## src/shared/sdhe_pkg.sv

```systemverilog
package sdhe_pkg;
	// Register byte addresses
	localparam logic [7:0] ADDR_STATUS = 8'h30;
	localparam logic [7:0] ADDR_CLEAR = 8'h34;
	localparam logic [7:0] ADDR_ENABLE = 8'h38;
	localparam logic [7:0] ADDR_CTRL = 8'h3C;
	localparam int ADDR_W = 8;
	// Status field positions
	localparam int BIT_CMD = 0;
	localparam int BIT_XFER = 1;
	localparam int BIT_GAP = 2;
	localparam int BIT_DMA = 3;
	localparam int BIT_ERR = 15;
	localparam int ERR_DATA_TIMEOUT = 4;
	localparam logic [15:0] STATUS_MASK = 16'h800F;
	localparam logic [15:0] STATUS_RESET = 16'h0000;
	localparam logic [15:0] ENABLE_RESET = 16'h0000;
	// Control field positions
	localparam int CTRL_GAP_REQ = 0;
	localparam int CTRL_TUNING = 1;
	localparam int CTRL_DAT_RST = 2;
	localparam logic [1:0] CTRL_RESET = 2'h0;
	localparam logic [1:0] RESP_OKAY = 2'h0;
	localparam logic [1:0] RESP_SLVERR = 2'h2;
	localparam logic [2:0] SEL_NONE = 3'h0;
	localparam logic [2:0] SEL_STATUS = 3'h1;
	localparam logic [2:0] SEL_CLEAR = 3'h2;
	localparam logic [2:0] SEL_ENABLE = 3'h3;
	localparam logic [2:0] SEL_CTRL = 3'h4;

	// Card-bus activity, sampled on link clock edges
	typedef struct packed {
		logic dir_write;
		logic resp_auto;
		logic resp_end;
		logic card_busy;
		logic write_active;
		logic read_active;
		logic data_line_busy;
	} sdhe_link_type;

	typedef struct packed {
		logic dma_boundary_flag;
		logic gap_stop_flag;
		logic xfer_done_flag;
		logic cmd_done_flag;
	} sdhe_flags_type;
endpackage

```

## src/core/sdhe_event_flags.sv

```systemverilog
`timescale 1ns/1ps
module sdhe_event_flags (
	input wire logic sys_clk,
	input wire logic resetn,
	input wire logic [7:0] s_axi_awaddr,
	input wire logic s_axi_awvalid,
	output logic s_axi_awready,
	input wire logic [31:0] s_axi_wdata,
	input wire logic [3:0] s_axi_wstrb,
	input wire logic s_axi_wvalid,
	output logic s_axi_wready,
	output logic [1:0] s_axi_bresp,
	output logic s_axi_bvalid,
	input wire logic s_axi_bready,
	input wire logic [7:0] s_axi_araddr,
	input wire logic s_axi_arvalid,
	output logic s_axi_arready,
	output logic [31:0] s_axi_rdata,
	output logic [1:0] s_axi_rresp,
	output logic s_axi_rvalid,
	input wire logic s_axi_rready,
	input wire logic link_clk,
	input wire sdhe_pkg::sdhe_link_type link_in,
	input wire logic dma_boundary_hit,
	input wire logic [15:0] error_status,
	output logic gap_stop_request,
	output logic tuning_active,
	output logic data_reset_pulse,
	output logic irq
);
	logic lclk_s1_q, lclk_s2_q, lclk_prev_q;
	sdhe_pkg::sdhe_link_type link_s1_q, link_s2_q, link_prev_q;
	sdhe_pkg::sdhe_flags_type flags_q, flags_d, flags_set, flags_clr;
	logic [15:0] enable_q, status_view, wmask, wclr;
	logic [1:0] ctrl_q;
	logic dat_rst_q;
	logic link_rise, err_summary;
	logic aw_hold_q, w_hold_q, commit;
	logic [7:0] awaddr_q;
	logic [31:0] wdata_q;
	logic [3:0] wstrb_q;
	logic [2:0] wsel, rsel;
	logic bvalid_q, rvalid_q;
	logic [1:0] bresp_q, rresp_q;
	logic [31:0] rdata_q, rvalue;

	function automatic logic [2:0] decode(input logic [7:0] a);
		unique case (a)
			sdhe_pkg::ADDR_STATUS: decode = sdhe_pkg::SEL_STATUS;
			sdhe_pkg::ADDR_CLEAR: decode = sdhe_pkg::SEL_CLEAR;
			sdhe_pkg::ADDR_ENABLE: decode = sdhe_pkg::SEL_ENABLE;
			sdhe_pkg::ADDR_CTRL: decode = sdhe_pkg::SEL_CTRL;
			default: decode = sdhe_pkg::SEL_NONE;
		endcase
	endfunction

	// Link clock and activity synchronisers
	always_ff @(posedge sys_clk or negedge resetn) begin
		if (!resetn) begin
			lclk_s1_q <= 1'b0;
			lclk_s2_q <= 1'b0;
			lclk_prev_q <= 1'b0;
			link_s1_q <= '0;
			link_s2_q <= '0;
		end else begin
			lclk_s1_q <= link_clk;
			lclk_s2_q <= lclk_s1_q;
			lclk_prev_q <= lclk_s2_q;
			link_s1_q <= link_in;
			link_s2_q <= link_s1_q;
		end
	end

	assign link_rise = lclk_s2_q & ~lclk_prev_q;

	// Activity as seen at the previous link edge
	always_ff @(posedge sys_clk or negedge resetn) begin
		if (!resetn) begin
			link_prev_q <= '0;
		end else if (link_rise) begin
			link_prev_q <= link_s2_q;
		end
	end

	// Event detection at link edges; DMA boundary taken on any sys_clk cycle
	always_comb begin
		flags_set = '0;
		flags_set.dma_boundary_flag = dma_boundary_hit;
		if (link_rise) begin
			if (ctrl_q[sdhe_pkg::CTRL_GAP_REQ]) begin
				if (!link_prev_q.dir_write) begin
					flags_set.gap_stop_flag = link_prev_q.data_line_busy
						& ~link_s2_q.data_line_busy;
				end else begin
					flags_set.gap_stop_flag = link_prev_q.write_active
						& ~link_s2_q.write_active;
				end
			end
			if (!ctrl_q[sdhe_pkg::CTRL_TUNING]) begin
				if (!link_prev_q.dir_write) begin
					flags_set.xfer_done_flag = link_prev_q.read_active
						& ~link_s2_q.read_active;
				end else begin
					flags_set.xfer_done_flag = link_prev_q.data_line_busy
						& ~link_s2_q.data_line_busy;
				end
				if (link_prev_q.card_busy && !link_s2_q.card_busy) begin
					flags_set.xfer_done_flag = 1'b1;
				end
			end
			flags_set.cmd_done_flag = ~link_prev_q.resp_end & link_s2_q.resp_end
				& ~link_s2_q.resp_auto;
		end
	end

	// Write-one-to-clear, byte lanes honoured
	assign wmask = {{8{wstrb_q[1]}}, {8{wstrb_q[0]}}};
	assign wclr = (commit && (wsel == sdhe_pkg::SEL_STATUS || wsel == sdhe_pkg::SEL_CLEAR))
		? (wdata_q[15:0] & wmask) : 16'h0000;
	assign flags_clr = sdhe_pkg::sdhe_flags_type'(wclr[3:0]);

	always_comb begin
		flags_d = (flags_q & ~flags_clr) | flags_set;
		if (dat_rst_q) begin
			flags_d.gap_stop_flag = 1'b0;
			flags_d.xfer_done_flag = 1'b0;
		end
	end

	always_ff @(posedge sys_clk or negedge resetn) begin
		if (!resetn) begin
			flags_q <= '0;
		end else begin
			flags_q <= flags_d;
		end
	end

	// Data timeout yields to a completed transfer
	assign err_summary = |(error_status & ~({15'h0000, flags_q.xfer_done_flag}
		<< sdhe_pkg::ERR_DATA_TIMEOUT));
	assign status_view = {err_summary, 11'h000, flags_q};

	// Enable and control registers
	always_ff @(posedge sys_clk or negedge resetn) begin
		if (!resetn) begin
			enable_q <= sdhe_pkg::ENABLE_RESET;
		end else if (commit && wsel == sdhe_pkg::SEL_ENABLE) begin
			enable_q <= ((enable_q & ~wmask) | (wdata_q[15:0] & wmask))
				& sdhe_pkg::STATUS_MASK;
		end
	end

	always_ff @(posedge sys_clk or negedge resetn) begin
		if (!resetn) begin
			ctrl_q <= sdhe_pkg::CTRL_RESET;
			dat_rst_q <= 1'b0;
		end else begin
			dat_rst_q <= commit && wsel == sdhe_pkg::SEL_CTRL && wstrb_q[0]
				&& wdata_q[sdhe_pkg::CTRL_DAT_RST];
			if (dat_rst_q) begin
				ctrl_q[sdhe_pkg::CTRL_GAP_REQ] <= 1'b0;
			end else if (commit && wsel == sdhe_pkg::SEL_CTRL && wstrb_q[0]) begin
				ctrl_q <= wdata_q[1:0];
			end
		end
	end

	assign gap_stop_request = ctrl_q[sdhe_pkg::CTRL_GAP_REQ];
	assign tuning_active = ctrl_q[sdhe_pkg::CTRL_TUNING];
	assign data_reset_pulse = dat_rst_q;
	assign irq = |(status_view & enable_q);

	// AXI4-Lite write channel
	assign s_axi_awready = ~aw_hold_q;
	assign s_axi_wready = ~w_hold_q;
	assign commit = aw_hold_q & w_hold_q & ~bvalid_q;
	assign wsel = decode(awaddr_q);

	always_ff @(posedge sys_clk or negedge resetn) begin
		if (!resetn) begin
			aw_hold_q <= 1'b0;
			awaddr_q <= 8'h00;
		end else if (s_axi_awvalid && !aw_hold_q) begin
			aw_hold_q <= 1'b1;
			awaddr_q <= s_axi_awaddr;
		end else if (commit) begin
			aw_hold_q <= 1'b0;
		end
	end

	always_ff @(posedge sys_clk or negedge resetn) begin
		if (!resetn) begin
			w_hold_q <= 1'b0;
			wdata_q <= 32'h00000000;
			wstrb_q <= 4'h0;
		end else if (s_axi_wvalid && !w_hold_q) begin
			w_hold_q <= 1'b1;
			wdata_q <= s_axi_wdata;
			wstrb_q <= s_axi_wstrb;
		end else if (commit) begin
			w_hold_q <= 1'b0;
		end
	end

	always_ff @(posedge sys_clk or negedge resetn) begin
		if (!resetn) begin
			bvalid_q <= 1'b0;
			bresp_q <= sdhe_pkg::RESP_OKAY;
		end else if (commit) begin
			bvalid_q <= 1'b1;
			bresp_q <= (wsel == sdhe_pkg::SEL_NONE) ? sdhe_pkg::RESP_SLVERR
				: sdhe_pkg::RESP_OKAY;
		end else if (s_axi_bready) begin
			bvalid_q <= 1'b0;
		end
	end

	assign s_axi_bvalid = bvalid_q;
	assign s_axi_bresp = bresp_q;

	// AXI4-Lite read channel
	assign s_axi_arready = ~rvalid_q;
	assign rsel = decode(s_axi_araddr);

	always_comb begin
		rvalue = 32'h00000000;
		unique case (rsel)
			sdhe_pkg::SEL_STATUS: rvalue = {16'h0000, status_view};
			sdhe_pkg::SEL_ENABLE: rvalue = {16'h0000, enable_q};
			sdhe_pkg::SEL_CTRL: rvalue = {30'h00000000, ctrl_q};
			default: rvalue = 32'h00000000;
		endcase
	end

	always_ff @(posedge sys_clk or negedge resetn) begin
		if (!resetn) begin
			rvalid_q <= 1'b0;
			rdata_q <= 32'h00000000;
			rresp_q <= sdhe_pkg::RESP_OKAY;
		end else if (s_axi_arvalid && !rvalid_q) begin
			rvalid_q <= 1'b1;
			rdata_q <= rvalue;
			rresp_q <= (rsel == sdhe_pkg::SEL_NONE) ? sdhe_pkg::RESP_SLVERR
				: sdhe_pkg::RESP_OKAY;
		end else if (s_axi_rready) begin
			rvalid_q <= 1'b0;
		end
	end

	assign s_axi_rvalid = rvalid_q;
	assign s_axi_rdata = rdata_q;
	assign s_axi_rresp = rresp_q;
endmodule

```

## config.mk

```make
export PLATFORM = sky130hd
export DESIGN_NAME = sdhe_event_flags
export DESIGN_NICKNAME = d
export VERILOG_FILES = /design/src/shared/sdhe_pkg.sv /design/src/core/sdhe_event_flags.sv
export SDC_FILE = /design/constraint.sdc
export NUM_CORES = 1
export LEC_CHECK = 0
export BUFFER_PORTS_ARGS = -buffer_cell sky130_fd_sc_hd__buf_2
export CAP_MARGIN = 0
export CELL_PAD_IN_SITES_DETAIL_PLACEMENT = 1
export CELL_PAD_IN_SITES_GLOBAL_PLACEMENT = 1
export CORE_MARGIN = 3
export CORE_UTILIZATION = 35
export CTS_CLUSTER_DIAMETER = 60
export CTS_CLUSTER_SIZE = 8
export DETAILED_ROUTE_END_ITERATION = 10
export PLACE_DENSITY_LB_ADDON = 0.1
export RECOVER_POWER = 25
export SYNTH_ARGS = -nofsm -noshare
export SYNTH_HDL_FRONTEND = slang
export SYNTH_SLANG_ARGS = --single-unit
```

## constraint.sdc

```tcl
create_clock -name sys_clk -period 2 [get_ports sys_clk]
set_input_delay 0 -clock sys_clk [delete_from_list [all_inputs] [get_ports sys_clk]]
set_output_delay 0 -clock sys_clk [all_outputs]
set_load 0.005 [all_outputs]
```

==> summary.txt <==
status -> complete, no violations
post-CTS sizing -> 0
yosys warns -> 0
Detailed Place HPWL -> 3700 µm
Layout Skew -> 0.00724 ns
leakage power total -> 1.72 nW
setup ws final -> 0.313 ns
WP data required -> 2.21 ns
Max clock buf depth -> 2
post-CTS setup buffer count -> 0
CTS Sinks -> 61
number of remaining DRC errors -> 0
share of layout cells above drive strength 1 -> 38.2%
met1 usage -> 15.7%
number of global-route vias before repair -> 1880
number of vias per cell -> 4.33
Async S/R FF share, synth -> 100%
internal power -> 2.57 mW
Clock transition at path regs -> 0.07 ns
Logic pwr share -> 21.4%
Die Ht -> 93.3 µm
Mapped Area -> 0.00267 mm²
setup TNS -> 0 ns
Main synth FF type -> dfrtp_1
Max VDD drop -> 0.489 mV
clock latency on the worst-skew pair -> 0.33 ns
final net count -> 399
synth unique cells -> 41
htree depth -> 3
Max Cap Viol -> 0
Power per Cell Area -> 1010 mW/mm²
Slew Viols, Final -> 0
WL per Instance -> 12.7 µm
fin crit period -> 1.69 ns
Mapped Cells -> 208
met3 Use GR -> 5.47%
largest net degree at the start of global routing -> 62
average size of a mapped cell -> 12.8 µm²
Vias -> 1808
Seq pwr share -> 47.7%
final setup fails -> 0
Worst Path Arrival -> 1.90 ns
Num CTS Buffers -> 9
cell total after placement -> 374
I/O pin count -> 129
Antenna Cells -> 0
fin crit share -> 84.3%
# port buffers -> 70
unrepaired setup endpoints after global routing -> no
die area -> 0.00870 mm²
first-pass GRT wire length -> 8840 µm
Initial DRC Count -> 60
Post-synth EDFFs -> 0
CTS tree -> yes
Crit Path Max Fanout -> 4
drt total wl -> 5310 µm
final core occ -> 47.9%
Initial Util -> 36.4%
grt ovf -> 0
Root Driver -> clkbuf_8
RD Place Congestion -> 0.685
busiest grt layer -> met2
worst slew pin tran -> 1.35 ns
clock share of power -> 30.9%
Switch Pwr -> 0.983 mW
chip width -> 93.3 µm
total power -> 3.55 mW
Detailed Routing Iterations Pass 1 -> 4
Rows -> 31
hold_buf cts -> 29
Crit Path Category -> reg -> reg
HP Class -> in -> reg
startpoint types -> flip-flop
Crit. End Element -> flip-flop
initial antenna violation count -> 0
core area -> 0.00733 mm²
sequential share of the synthesized area -> 57.3%
M2 GR Usage -> 21.3%
Sw Share -> 27.7%
pre-CTS setup slack -> 0.305 ns
Max Clk Rate -> 0.593 GHz
post-route ant nets -> 0
FF+latch count, synth -> 61
slew margin rel. -> 10.2%
final hold viol count -> 0
FILL cells -> 807
fin cells -> 418
overall routing resource usage -> 13.2%
area grow syn2layout -> 31.7%
[final timing paths]
kind	end	depth (start not counted)	slack [ns]	start
max in group asynchronous	s_axi_rdata[2]	3	0.56	resetn
min reg2reg	link_s2_q[2]	0	0.35	link_s1_q[2]
max reg2reg	flip-flop	4	0.31	awaddr_q[0]
min	s_axi_rdata[15]	3	0.07	s_axi_araddr[2]
max	flip-flop	4	0.31	awaddr_q[0]
min in group asynchronous	wdata_q[15]	3	0.61	resetn
[cell families (layout without fill, tap and decap cells)]
group                  after synthesis  after routing  synth area share [%]
AND/OR/NAND/NOR                     45             45                  11.9
other                                1             29                 0.141
flip-flops                          61             61                  57.2
buffers and inverters               43            126                  10.4
multiplexers                        32             32                  13.8
AO/OA/AOI/OAI                       26             26                  6.43
[critical path: stages, from the launching register on]
cell and delay [ns]:
dfrtp_1 0.37, nand4bb_4 0.29, nor3_4 0.23, and3_1 0.35, mux2_4 0.33
[final cells by class]
cell class	count	area, µm²	share of cell area (%)
repair buffers	102	661	18.8
clock inverters	4	47.5	1.35
multi-input cells	132	967	27.5
flip-flops and latches	61	1530	43.5
inverters	9	33.8	0.962
well taps	99	124	3.53
clock buffers	11	151	4.31
[through the flow]
step	cell area (µm²)	hold WS, ns
after floorplan	2770	-0.296
after global placement	3040	0.0419
after detailed placement	3040	0.0385
after CTS	3530	0.0538
after global routing	3510	0.0819
final	3510	0.0695
[state kept, by name (all words and copies together) (netlist names), 2 cells and up, named ones only]
| name | flops |
|---|---|
| awaddr_q | 8 |
| ctrl_q | 2 |
| flags_q | 4 |
| link_prev_q | 6 |
| link_s1_q | 7 |
| link_s2_q | 7 |
| s_axi_rdata | 5 |
| wdata_q | 5 |
| wstrb_q | 2 |
[power by group through the flow]
stage / Combinational, mW / Clock [mW] / Sequential [mW]
final: 0.761 / 1.10 / 1.69
after global routing: 0.846 / 1.20 / 1.74
after CTS: 0.780 / 1.14 / 1.70
after detailed placement: 0.734 / 0 / 1.72
after global placement: 0.717 / 0 / 1.71
after floorplan: 0.562 / 0 / 1.67
[routing by layer]
layer | vias up | part of all wire (%)
met3 | 8 | 8.9
met1 | 859 | 42
met4 | 0 | 1.5
li1 | 871 | -
met5 | - | 0
met2 | 70 | 47
[cell usage after synthesis (2+ instances only)]
| library cell | count | area share (%) |
|---|---|---|
| inv_1 | 8 | 1.1 |
| o21ai_0 | 10 | 1.9 |
| nand3_1 | 6 | 1.1 |
| mux2i_1 | 5 | 1.9 |
| a22o_1 | 2 | 0.66 |
| a21oi_1 | 3 | 0.56 |
| nor4_4 | 2 | 1.6 |
| nor2_1 | 6 | 0.84 |
| mux2_4 | 4 | 2.3 |
| a22oi_1 | 2 | 0.56 |
| nand2_1 | 8 | 1.1 |
| nor4_1 | 3 | 0.70 |
| buf_4 | 29 | 8.2 |
| nor2b_1 | 5 | 1.2 |
| nand2b_1 | 4 | 0.94 |
| clkbuf_1 | 4 | 0.56 |
| dfrtp_1 | 61 | 57 |
| mux2_2 | 22 | 9.3 |
| o21a_1 | 2 | 0.56 |
[cells in the final DEF, fill, tap and decap left out, types with 6 or more instances in the layout]
cell and n:
buf_2 71, dfrtp_1 61, clkbuf_8 11, conb_1 29, dlygate4sd3_1 29, o21ai_0 10
mux2_2 22, nand2_1 8, nor2_1 6, inv_1 8, nand3_1 6
Note: power is estimated with default switching activity, not from simulation.
